`config.mk`:
```
export PLATFORM = sky130hd
export DESIGN_NAME = decoder_one_phase_pin_mux
export DESIGN_NICKNAME = d
export VERILOG_FILES = /design/src/hdl/phase_mux_pkg.sv /design/src/hdl/decoder_one_phase_pin_mux.sv
export SDC_FILE = /design/constraint.sdc
export NUM_CORES = 1
export LEC_CHECK = 0
export BUFFER_PORTS_ARGS = -buffer_cell sky130_fd_sc_hd__buf_2
export CORE_ASPECT_RATIO = 1.2
export CORE_MARGIN = 2
export CORE_UTILIZATION = 32
export CTS_CLUSTER_SIZE = 10
export DETAILED_ROUTE_END_ITERATION = 6
export SKIP_LAST_GASP = 1
export SLEW_MARGIN = 10
export SYNTH_ARGS = -nofsm -noshare
export SYNTH_HDL_FRONTEND = slang
export SYNTH_SLANG_ARGS = --single-unit
export TNS_END_PERCENT = 30
```
`constraint.sdc`:
```
create_clock -name clk -period 4.05 [get_ports clk]
set_input_delay 0.81 -clock clk [delete_from_list [all_inputs] [get_ports clk]]
set_output_delay 0.81 -clock clk [all_outputs]
set_load 0.02 [all_outputs]
```
`src/hdl/phase_mux_pkg.sv`:
```
// Package with register map, field positions and carrier types for the phase pin mux.
`default_nettype none
package phase_mux_pkg;
  localparam int RegAddrWidth = 4;
  localparam int RegDataWidth = 16;
  // Register indices.
  localparam logic [3:0] SystemPinSelectAddr = 4'h0;
  localparam logic [3:0] PortCPullupAddr = 4'h1;
  localparam logic [3:0] PortCPeripheralAddr = 4'h2;
  localparam logic [3:0] PortCDirectionAddr = 4'h3;
  localparam logic [3:0] PortCDataAddr = 4'h4;
  localparam logic [3:0] TimerDirectionAddr = 4'h5;
  localparam logic [3:0] PinStatusAddr = 4'h6;
  // Field positions.
  localparam int PhaseAAltBit = 0;
  localparam int PhaseBAltBit = 1;
  localparam int PhaseABit = 0;
  localparam int PhaseBBit = 1;
  localparam int SerialMasterBit = 2;
  localparam int StatusFuncLsb = 4;
  // Reset values.
  localparam logic [15:0] PinSelectReset = 16'h0000;
  localparam logic [15:0] PullupReset = 16'h0003;
  localparam logic [15:0] PeripheralFullReset = 16'h0000;
  localparam logic [15:0] PeripheralReducedReset = 16'h0003;
  localparam logic [15:0] ZeroWord = 16'h0000;

  typedef enum logic [2:0] {
    FuncDecoder,
    FuncTimer,
    FuncSerial,
    FuncPort,
    FuncNone
  } pin_func_e;

  // One pin as seen from the pad.
  typedef struct packed {
    logic outVal;
    logic outEn;
    logic pullEn;
  } pad_drive_s;

  // Peripheral-side signals for one pin.
  typedef struct packed {
    logic outVal;
    logic outEn;
  } periph_out_s;
endpackage
`default_nettype wire

```
`src/hdl/decoder_one_phase_pin_mux.sv`:
```
// Pin mux for the two phase pins of the second quadrature decoder.
`default_nettype none
//
// Contract
// - Phase-A alternate-select bit routes first pin to serial clock.
// - Phase-B alternate-select bit routes second pin to serial data out.
// - Full variant: first pin resets to decoder phase-A input.
// - Full variant: second pin resets to decoder phase-B input.
// - Clearing pull-up bit 0 disables first pin pull-up.
// - Clearing pull-up bit 1 disables second pin pull-up.
// - Serial clock pin drives in master mode, is input in slave mode.
// - Master presents data half a clock before slave sampling edge.
// - Port role: each pin individually input or output.
// - Pins also serve as timer channels 0 and 1, in or out.
module decoder_one_phase_pin_mux
  import phase_mux_pkg::*;
#(
  parameter bit FullVariant = 1'b1
)
(
  // Clock, reset, enable.
  input wire logic clk,
  input wire logic srst,
  input wire logic clkEn,
  // Register port.
  input wire logic [RegAddrWidth-1:0] regAddr,
  input wire logic [RegDataWidth-1:0] regWrData,
  input wire logic regWr,
  input wire logic regRd,
  output logic [RegDataWidth-1:0] regRdData,
  // Pads: input, output, output enable, pull-up enable.
  input wire logic [1:0] padIn,
  output logic [1:0] padOut,
  output logic [1:0] padOutEn,
  output logic [1:0] padPullEn,
  // Decoder phase inputs.
  output logic decoder_one_phase_a_input,
  output logic decoder_one_phase_b_input,
  // Timer channels 0 and 1.
  input wire logic timer_two_channel_zero_out,
  input wire logic timer_two_channel_one_out,
  output logic timer_two_channel_zero_in,
  output logic timer_two_channel_one_in,
  // Serial interface clock and master-out data.
  input wire logic serial_if_one_clock_out,
  input wire logic serial_if_one_master_out_data_out,
  output logic serial_if_one_clock_in,
  output logic serial_if_one_master_out_data_in,
  // Port C lines 0 and 1 as read by the port.
  output logic port_c_line_zero,
  output logic port_c_line_one
);

  ////////////////////////////////////////////////////////////////////////
  // Register state.

  logic [RegDataWidth-1:0] pinSelect_q, pinSelect_d;
  logic [RegDataWidth-1:0] pullup_q, pullup_d;
  logic [RegDataWidth-1:0] periph_q, periph_d;
  logic [RegDataWidth-1:0] portDir_q, portDir_d;
  logic [RegDataWidth-1:0] portData_q, portData_d;
  logic [RegDataWidth-1:0] timerDir_q, timerDir_d;
  logic [RegDataWidth-1:0] rdData_q, rdData_d;
  logic [1:0] padSync1_q, padSync2_q;
  pin_func_e func [2];
  pad_drive_s drive [2];
  logic [1:0] periphOut, periphOutEn;
  logic [RegDataWidth-1:0] statusWord;

  always_comb
  begin
    pinSelect_d = pinSelect_q;
    pullup_d = pullup_q;
    periph_d = periph_q;
    portDir_d = portDir_q;
    portData_d = portData_q;
    timerDir_d = timerDir_q;
    rdData_d = rdData_q;
    if (regWr)
    begin
      case (regAddr)
        SystemPinSelectAddr: pinSelect_d = regWrData;
        PortCPullupAddr: pullup_d = regWrData;
        PortCPeripheralAddr: periph_d = regWrData;
        PortCDirectionAddr: portDir_d = regWrData;
        PortCDataAddr: portData_d = regWrData;
        TimerDirectionAddr: timerDir_d = regWrData;
        default: ;
      endcase
    end
    if (regRd)
    begin
      case (regAddr)
        SystemPinSelectAddr: rdData_d = pinSelect_q;
        PortCPullupAddr: rdData_d = pullup_q;
        PortCPeripheralAddr: rdData_d = periph_q;
        PortCDirectionAddr: rdData_d = portDir_q;
        PortCDataAddr: rdData_d = portData_q;
        TimerDirectionAddr: rdData_d = timerDir_q;
        PinStatusAddr: rdData_d = statusWord;
        default: rdData_d = ZeroWord;
      endcase
    end
    else
    begin
      rdData_d = ZeroWord;
    end
  end

  always_ff @(posedge clk)
  begin
    if (srst)
    begin
      pinSelect_q <= PinSelectReset;
      pullup_q <= PullupReset;
      periph_q <= FullVariant ? PeripheralFullReset : PeripheralReducedReset;
      portDir_q <= ZeroWord;
      portData_q <= ZeroWord;
      timerDir_q <= ZeroWord;
      rdData_q <= ZeroWord;
    end
    else if (clkEn)
    begin
      pinSelect_q <= pinSelect_d;
      pullup_q <= pullup_d;
      periph_q <= periph_d;
      portDir_q <= portDir_d;
      portData_q <= portData_d;
      timerDir_q <= timerDir_d;
      rdData_q <= rdData_d;
    end
  end

  assign regRdData = rdData_q;

  ////////////////////////////////////////////////////////////////////////
  // Pad input synchroniser.

  always_ff @(posedge clk)
  begin
    if (srst)
    begin
      padSync1_q <= 2'h0;
      padSync2_q <= 2'h0;
    end
    else if (clkEn)
    begin
      padSync1_q <= padIn;
      padSync2_q <= padSync1_q;
    end
  end

  ////////////////////////////////////////////////////////////////////////
  // Function selection per pin.

  always_comb
  begin
    for (int i = 0; i < 2; i++)
    begin
      if (pinSelect_q[i])
        func[i] = FuncSerial;
      else if (portDir_q[i] && !periph_q[i])
        func[i] = FuncPort;
      else if (timerDir_q[i])
        func[i] = FuncTimer;
      else if (periph_q[i])
        func[i] = FuncNone;
      else
        func[i] = FuncDecoder;
    end
  end

  // Peripheral drive per pin; serial clock drives only in master mode.
  always_comb
  begin
    periphOut[PhaseABit] = serial_if_one_clock_out;
    periphOut[PhaseBBit] = serial_if_one_master_out_data_out;
    periphOutEn[PhaseABit] = timerDir_q[SerialMasterBit];
    periphOutEn[PhaseBBit] = timerDir_q[SerialMasterBit];
  end

  always_comb
  begin
    for (int i = 0; i < 2; i++)
    begin
      drive[i].outVal = 1'b0;
      drive[i].outEn = 1'b0;
      drive[i].pullEn = pullup_q[i];
      case (func[i])
        FuncSerial:
        begin
          drive[i].outVal = periphOut[i];
          drive[i].outEn = periphOutEn[i];
        end
        FuncPort:
        begin
          drive[i].outVal = portData_q[i];
          drive[i].outEn = 1'b1;
        end
        FuncTimer:
        begin
          drive[i].outVal = (i == 0) ? timer_two_channel_zero_out : timer_two_channel_one_out;
          drive[i].outEn = 1'b1;
        end
        default: ;
      endcase
      padOut[i] = drive[i].outVal;
      padOutEn[i] = drive[i].outEn;
      padPullEn[i] = drive[i].pullEn;
    end
  end

  ////////////////////////////////////////////////////////////////////////
  // Inputs to the peripherals.

  always_comb
  begin
    decoder_one_phase_a_input = (func[PhaseABit] == FuncDecoder) & padSync2_q[PhaseABit];
    decoder_one_phase_b_input = (func[PhaseBBit] == FuncDecoder) & padSync2_q[PhaseBBit];
    timer_two_channel_zero_in = padSync2_q[PhaseABit];
    timer_two_channel_one_in = padSync2_q[PhaseBBit];
    serial_if_one_clock_in = (func[PhaseABit] == FuncSerial) & padSync2_q[PhaseABit];
    serial_if_one_master_out_data_in = (func[PhaseBBit] == FuncSerial) & padSync2_q[PhaseBBit];
    port_c_line_zero = padSync2_q[PhaseABit];
    port_c_line_one = padSync2_q[PhaseBBit];
    statusWord = ZeroWord;
    statusWord[PhaseBBit:PhaseABit] = padSync2_q;
    statusWord[StatusFuncLsb +: 3] = func[PhaseABit];
    statusWord[StatusFuncLsb + 3 +: 3] = func[PhaseBBit];
  end

endmodule
`default_nettype wire

```
Yosys cells after proc, flatten, opt, wreduce, memory -nomap -nowiden --
Cells that the tools add are included.
Storage, ports and cells: register bits after elaboration 116, output and inout bits 30
Operators by class: equal/unequal tests 12, mux-type cells 12, bitwise logic cells 4, reduce and logical (&&, ||, !) cells 13
Operators with widths (count):
- 16-bit one-hot mux with 7 select lines | 1
- 3-bit 2-to-1 mux | 8
- 3-bit AND reduction | 6
- 16-bit 2-to-1 mux | 1
- 3-bit by 2-bit == test with 1-bit output (second input constant) | 4
- 4-bit by 3-bit == test with 1-bit output (second input constant) | 3
- 2-bit one-hot mux with 3 select lines | 2
- 4-bit by 2-bit == test with 1-bit output (second input constant) | 2
- 3-bit by 1-bit == test with 1-bit output (second input constant) | 2
- 3-bit logical NOT | 2
- 1-bit AND | 4
- 4-bit by 1-bit == test with 1-bit output (second input constant) | 1
- 4-bit logical NOT | 1
- 1-bit logical AND | 2
- 1-bit logical NOT | 2

Logic depth before layout (Yosys ltp) --
Gate-level depths: netlist of the first run.
depth in word-level cells 6, gate-level depth with buffers 7, depth with buffers taken out 4

Worst setup path after synthesis of the first run --
Ideal clock, no wire load.
kind input -> register, start point in regAddr[0], end point reg pullup_q[12], setup time 0.128 ns, data arrival time 2.173 ns, data required time 3.922 ns, setup slack 1.750 ns, stages 7, cell sequence buf_4 > or3b_1 > buf_6 > nor3_4 > buf_6 > mux2i_1 > nor2_1
Between the ends: word-level cells in the longest chain between the ends 2
RTL lines:
- start: declaration | RTL line decoder_one_phase_pin_mux.sv:26 | input wire logic [RegAddrWidth-1:0] regAddr,
- 4-bit by 1-bit == test with 1-bit output | RTL line decoder_one_phase_pin_mux.sv:81 | case (regAddr)
- 3-bit AND reduction (no source line)
- end signal: assignment | RTL line decoder_one_phase_pin_mux.sv:115 | pullup_q <= PullupReset;
- end signal: assignment | RTL line decoder_one_phase_pin_mux.sv:125 | pullup_q <= pullup_d;
- end: declaration | RTL line decoder_one_phase_pin_mux.sv:58 | logic [RegDataWidth-1:0] pullup_q, pullup_d;
Every way passes these cells. A chain may end at the register's enable or synchronous reset.

Worst setup path in the final report of the first run --
start point in regAddr[0], end point reg timerDir_q[2]
Between the ends: word-level cells in the longest chain between the ends 2
RTL lines:
- 4-bit by 3-bit == test with 1-bit output | RTL line decoder_one_phase_pin_mux.sv:81
- 3-bit AND reduction (no source line)
- end signal: assignment | RTL line decoder_one_phase_pin_mux.sv:119 | timerDir_q <= ZeroWord;
- end signal: assignment | RTL line decoder_one_phase_pin_mux.sv:129 | timerDir_q <= timerDir_d;
- end: declaration | RTL line decoder_one_phase_pin_mux.sv:62 | logic [RegDataWidth-1:0] timerDir_q, timerDir_d;
Every way passes these cells.

==> impl_results.md, run 1 <==
- Initial antenna violation count: 0
- Failing checks: DRC
- Netlist cell types: 53
- Main synth FF type: dfxtp_1
- # DRC: 1
- Die footprint: 17200 sq um
- Clk_skew: 0.00900 ns
- Post-route setup TNS: 0 ns
- Crit path arrival time: 2.81 ns
- Core Region: 15700 sq um
- Storage cell area: 2320 sq um
- Diodes inserted: 0
- Max cap viols: 0
- Fin util: 0.396
- CTS clk-pin slew, worst paths: 0.05 ns
- Initial core utilization: 0.329
- Drt wl/cell: 17.9 um
- Crit. End Element: flop
- Ys async rst share: 0
- Worst-Skew Late Latency: 0.42 ns
- First-pass GRT wire length: 24600 um
- Synthesized area per cell: 8.57 sq um
- Area growth syn-to-layout: 20.5%
- Root Buffer: clkbuf_16
- Slew @ Worst Pin: 1.01 ns
- TritonRoute pass-1 iters: 7
- Pwr per Cell Area: 468 nW/um^2
- Filler cells: 1579
- Multi-input gate area: 2590 sq um
- Design Power: 2.91 mW
- Port Buffers: 60
- Mapped Cells: 602
- Lkg Pwr: 2.23 nW
- Final Hold Viols: 0
- RSZ-0062 raised after global routing: no
- Routed WL: 15500 um
- Detailed Place HPWL: 10200 um
- Number of synthesized flops with an enable pin: 0
- Final GP Congestion: 0.805
- Setup CP Type: input port to flop
- TritonCTS Sinks: 116
- FP Rows: 50
- Final period utilization: 0.629
- Area leader, netlist: dfxtp_1
- Gr usage total: 0.185
- GR Overflow Total: 0
- Worst path required time: 4.31 ns
- Number of global-route vias before repair: 4488
- Max-slew headroom: 0.324
- Grt met1 use: 0.227
- CTS tree: yes
- Layout cells sized above 1: 0.176
- Vias per cell: 5.36
- CTS Buf Count: 17
- Status: finished with violations
- Final worst path period need: 2.55 ns
- Setup bufs post-CTS: 0
- Die height: 143 um
- Synth top cells by count: 119 x nand2_1, 116 x dfxtp_1, 68 x mux2i_1
- Grt peak-use layer: met2
- Ranking of synthesized cells by area: dfxtp_1 45%, mux2i_1 13%, nand2_1 8.7%, a21oi_1 5.7%, nor2_1 4.6%
- Clk buf depth: 2
- Yosys top cell area share: 0.450
- CP Max Fanout: 36
- Via Count: 4646
- Grt met3 use: 0.0435
- Post-DRT Antenna Nets: 0
- Startpoint Class: input port
- Nets: 676
- Most frequent cell after synthesis: nand2_1
- Post-Syn Area: 5160 sq um
- Largest net degree at the start of global routing: 100
- Worst VDD drop: 298 uV
- Cts hold-fix bufs: 0
- Gates resized, CTS repair: 0
- Synthesis Warnings: 0
- # setup viols final: 0
- Met2 Use GR: 0.311
- Level count of the clock H-tree: 4
- Slew Limit Fails: 0
- FF+latch count, synth: 116
- Hold Crit Class: flop to flop
- Syn_nets: 633
- Register area share after synthesis: 0.450
- Die Wd: 120 um
- I/O pin count: 61
- Peak Freq: 0.393 GHz
- Initial DRC Count: 421
-- cell type report --
class,count,area share
clock buffers,20,0.0734
clock inverters,12,0.0288
inverters,4,0.00241
multi-input cells,434,0.417
flip-flops and latches,116,0.373
well taps,208,0.0419
repair buffers,72,0.0628
-- cell usage in the layout (no fill, tap or decap), drive strengths merged, types with 2 or more instances in the layout --
| master | Yosys | layout |
|---|---|---|
| a211o | 2 | 2 |
| a221oi | 9 | 9 |
| or3 | 3 | 3 |
| and3 | 2 | 2 |
| mux2i | 68 | 68 |
| nor2 | 63 | 63 |
| nand3 | 8 | 8 |
| a21oi | 59 | 59 |
| o22ai | 6 | 6 |
| inv | 4 | 4 |
| nor4 | 4 | 4 |
| nor2b | 8 | 8 |
| nand2b | 2 | 2 |
| o311ai | 2 | 2 |
| or2 | 3 | 3 |
| nand4b | 3 | 3 |
| o211ai | 2 | 2 |
| o31a | 2 | 2 |
| a22o | 3 | 3 |
| bufinv | 0 | 4 |
| clkinvlp | 0 | 3 |
| o21a | 3 | 3 |
| nand2 | 120 | 120 |
| nor4bb | 2 | 2 |
| a22oi | 13 | 13 |
| nor3b | 4 | 4 |
| clkbuf | 25 | 20 |
| nor3 | 5 | 5 |
| dfxtp | 116 | 116 |
| o21ai | 14 | 14 |
| o31ai | 3 | 3 |
| o221ai | 4 | 4 |
| clkinv | 0 | 5 |
| and2 | 3 | 3 |
| buf | 23 | 72 |
-- critical path, cell delays in order --
cell and delay [ns]:
buf_2 0.58, or3b_1 0.57, nor3_4 0.15, buf_4 0.35, mux2i_1 0.28, nor2_1 0.05
-- state kept, by name, summed over array words and instances, names as in the netlist --
register and count:
periph_q 16, padSync1_q 2, portData_q 16, timerDir_q 16
pinSelect_q 16, padSync2_q 2, pullup_q 16, portDir_q 16
regRdData 16
-- path summary, 6_finish.rpt --
kind | start | endpoint | slack (ns) | depth (start not counted)
setup / recovery | regAddr[0] | timerDir_q[2] | 1.50 | 6
hold / removal | regRdData[2] | regRdData[2] | 0.45 | 2
setup reg to reg | pinSelect_q[0] | regRdData[0] | 2.69 | 4
hold reg to reg | regRdData[2] | regRdData[2] | 0.45 | 2
-- through the flow --
step	hold WS [ns]	setup WS (ns)	instances	cell area [sq um]
detailed placement	0.448	1.11	834	5580
finish	0.453	1.50	866	6220
global placement	0.436	1.18	834	5580
floorplan	0.431	1.75	602	5160
CTS	0.455	1.53	866	6220
global route	0.473	1.42	866	6220
-- routing by layer --
metal,share of wire,vias to the layer above
li1,-,2198
met1,0.43,2249
met2,0.48,160
met3,0.057,39
met4,0.030,0
met5,0,-
-- logic make-up after synthesis --
logic type,Yosys count,share of synthesized area
AND/OR/NAND/NOR,236,0.208
AO/OA/AOI/OAI,129,0.158
multiplexers,69,0.134
flip-flops,116,0.450
buffers and inverters,52,0.0495
-- report_power, final --
part           total, mW  switching, mW  internal (mW)  leakage, nW
Sequential          1.16        0.00670           1.15        0.936
Clock               1.60          0.538           1.06        0.302
Combinational      0.151          0.108         0.0430        0.994
No activity file was read; power rests on OpenSTA's default activity.
==> inputs of run 2 (changes only) <==
==> constraint.sdc (replaced) <==
create_clock -name clk -period 2.2 [get_ports clk]
set_input_delay 0.44 -clock clk [delete_from_list [all_inputs] [get_ports clk]]
set_output_delay 0.44 -clock clk [all_outputs]
set_load 0.02 [all_outputs]
==> run 2 against run 1 <==
Final cell count is 3.0% higher. Flip-flop and latch count unchanged. Register-to-register slack got worse by 1.9 ns. Core utilization up 1.3 points. Combinational power rose by 110%. Die area unchanged. Hold slack got worse by 0.16 ns. Clock skew shrank 0.0030 ns. Routed wire length is 4.7% higher. The flow now finishes without violations.
==> impl_results.md, run 2 (same netlist as run 1, synthesis figures left out) <==
- R2R Path End: regRdData[8] (was regRdData[0])
- TritonRoute pass-1 iters: 7 (unchanged)
- GR Overflow Total: 0 (unchanged)
- Largest net degree at the start of global routing: 74 (was 100)
- Worst-Skew Late Latency: 0.41 ns (was 0.42 ns)
- I/O pin count: 61 (unchanged)
- Die Wd: 120 um (unchanged)
- CTS Buf Count: 17 (unchanged)
- Slew @ Worst Pin: 1.16 ns (was 1.01 ns)
- Initial antenna violation count: 0 (unchanged)
- Max-slew headroom: 0.225 (was 0.324)
- Final Hold Viols: 0 (unchanged)
- First-pass GRT wire length: 25500 um (was 24600 um)
- Area growth syn-to-layout: 24.6% (was 20.5%)
- Crit. End Element: output pin (was flop)
- Slew Limit Fails: 0 (unchanged)
- CP max stage cell: dfxtp_1 (was buf_2)
- Clk_skew: 0.00598 ns (was 0.00900 ns)
- Peak Freq: 0.492 GHz
- Worst Reg-to-Reg Cells: 4 (unchanged)
- Nets: 702 (was 676)
- R2R Path Start: portDir_q[1] (was pinSelect_q[0])
- Level count of the clock H-tree: 4 (unchanged)
- Vias per cell: 5.34 (was 5.36)
- Via Count: 4759 (was 4646)
- Detailed Place HPWL: 11000 um (was 10200 um)
- Crit-path cells: nor2b_1 > nor2_1 > a21oi_1 > o21ai_0 > buf_2 (was buf_2 > or3b_1 > nor3_4 > buf_4 > mux2i_1 > nor2_1)
- Hold_sp: padIn[1] (was regRdData[2])
- Max cap viols: 0 (unchanged)
- Final worst path period need: 2.03 ns
- Die height: 143 um (unchanged)
- FP Rows: 50 (unchanged)
- Gr usage total: 0.194 (was 0.185)
- Crit path arrival time: 1.59 ns (was 2.81 ns)
- Core Region: 15700 sq um (unchanged)
- Initial DRC Count: 471 (was 421)
- TritonCTS Sinks: 116 (unchanged)
- CP Max Fanout: 5 (was 36)
- Worst path required time: 1.76 ns (was 4.31 ns)
- Post-route setup TNS: 0 ns (unchanged)
- Final GP Congestion: 0.841 (was 0.805)
- Number of global-route vias before repair: 4629 (was 4488)
- Worst VDD drop: 612 uV (was 298 uV)
- Root Buffer: clkbuf_16 (unchanged)
- Design Power: 5.36 mW (was 2.91 mW)
- Final period utilization: 0.923
- Commonest non-fill, non-tap cell in the layout: nand2_1 (unchanged)
- Die footprint: 17200 sq um (unchanged)
- CTS tree: yes (unchanged)
- Drt wl/cell: 18.1 um (was 17.9 um)
- Routed WL: 16200 um (was 15500 um)
- Non-Filler Instances: 892 (was 866)
- Port Buffers: 60 (unchanged)
- Layout cells sized above 1: 0.206 (was 0.176)
- RSZ-0062 raised after global routing: no (unchanged)
- Hold Path Depth: 3 (was 2)
- Clk buf depth: 2 (unchanged)
- Hold Crit Endpoint: padSync1_q[1] (was regRdData[2])
- # DRC: 0 (was 1)
- Number of cells after detailed placement: 860 (was 834)
- Setup CP Type: flop to output pin (was input port to flop)
- Lkg Pwr: 2.37 nW (was 2.23 nW)
- Reg2reg setup slack: 0.84 ns (was 2.69 ns)
- Gates resized, CTS repair: 0 (unchanged)
- CTS clk-pin slew, worst paths: 0.05 ns (about the same)
- Fin Hold WS: 0.290 ns (was 0.453 ns)
- Status: complete, no violations (was finished with violations)
- Setup bufs post-CTS: 0 (unchanged)
- Pwr per Cell Area: 834 nW/um^2 (was 468 nW/um^2)
- Cts hold-fix bufs: 0 (unchanged)
- Most frequent cells in the layout: 119 x nand2_1, 116 x dfxtp_1, 68 x mux2i_1, 63 x nor2_1, 60 x buf_2 (unchanged)
- Initial core utilization: 0.329 (unchanged)
- Post-DRT Antenna Nets: 0 (unchanged)
- Startpoint Class: flop (was input port)
- CP peak stage delay: 0.37 ns (was 0.58 ns)
- Hold Crit Class: input port to flop (was flop to flop)
- # setup viols final: 0 (unchanged)
- Diodes inserted: 0 (unchanged)
run 2: layer usage:
layer  GRT usage  vias up  part of all wire
li1            -     2245                 -
met5           0        -                 0
met4      0.0780        0             0.021
met3      0.0451       26             0.069
met1       0.235     2276              0.42
met2       0.330      212              0.49
run 2: power breakdown:
part           switching, mW  internal, mW
Combinational          0.210         0.101
Clock                  0.942          1.97
Sequential            0.0120          2.12
Total                   1.16          4.20
run 2: final cells by class:
class                           count  area, sq um
Clock inverter                     10          153
Inverter                            4         15.0
Multi-Input combinational cell    434         2590
Timing Repair Buffer               98          611
Tap cell                          208          260
Sequential cell                   116         2320
Fill cell                        1542         9270
Clock buffer                       22          474
run 2: worst max-delay path by stage:
stage / startpoint / endpoint / slack, ns / cells past startpoint
after floorplan: regAddr[0] / pullup_q[12] / 0.27 / 7
after global placement: regAddr[0] / regRdData[3] / 0.13 / 6
after detailed placement: regAddr[2] / regRdData[10] / 0.12 / 5
after CTS: portDir_q[1] / padOut[1] / 0.18 / 5
after global routing: portDir_q[1] / padOut[1] / 0.02 / 5
final: portDir_q[1] / padOut[1] / 0.17 / 5
run 2: critical path: cells and delay by family (launching register included):
family                 cells  cell delay (ns)
flip-flops                 1             0.37
AND/OR/NAND/NOR            2             0.43
buffers and inverters      1             0.17
AO/OA/AOI/OAI              2             0.22
run 2: stage by stage:
step           worst slack [ns]   util  area, sq um
6_report                  0.169  0.409         6430
5_1_grt                  0.0156  0.409         6430
4_1_cts                   0.178  0.409         6430
3_5_place_dp              0.125  0.370         5800
3_3_place_gp              0.130  0.370         5800
2_1_floorplan             0.270      -         5160
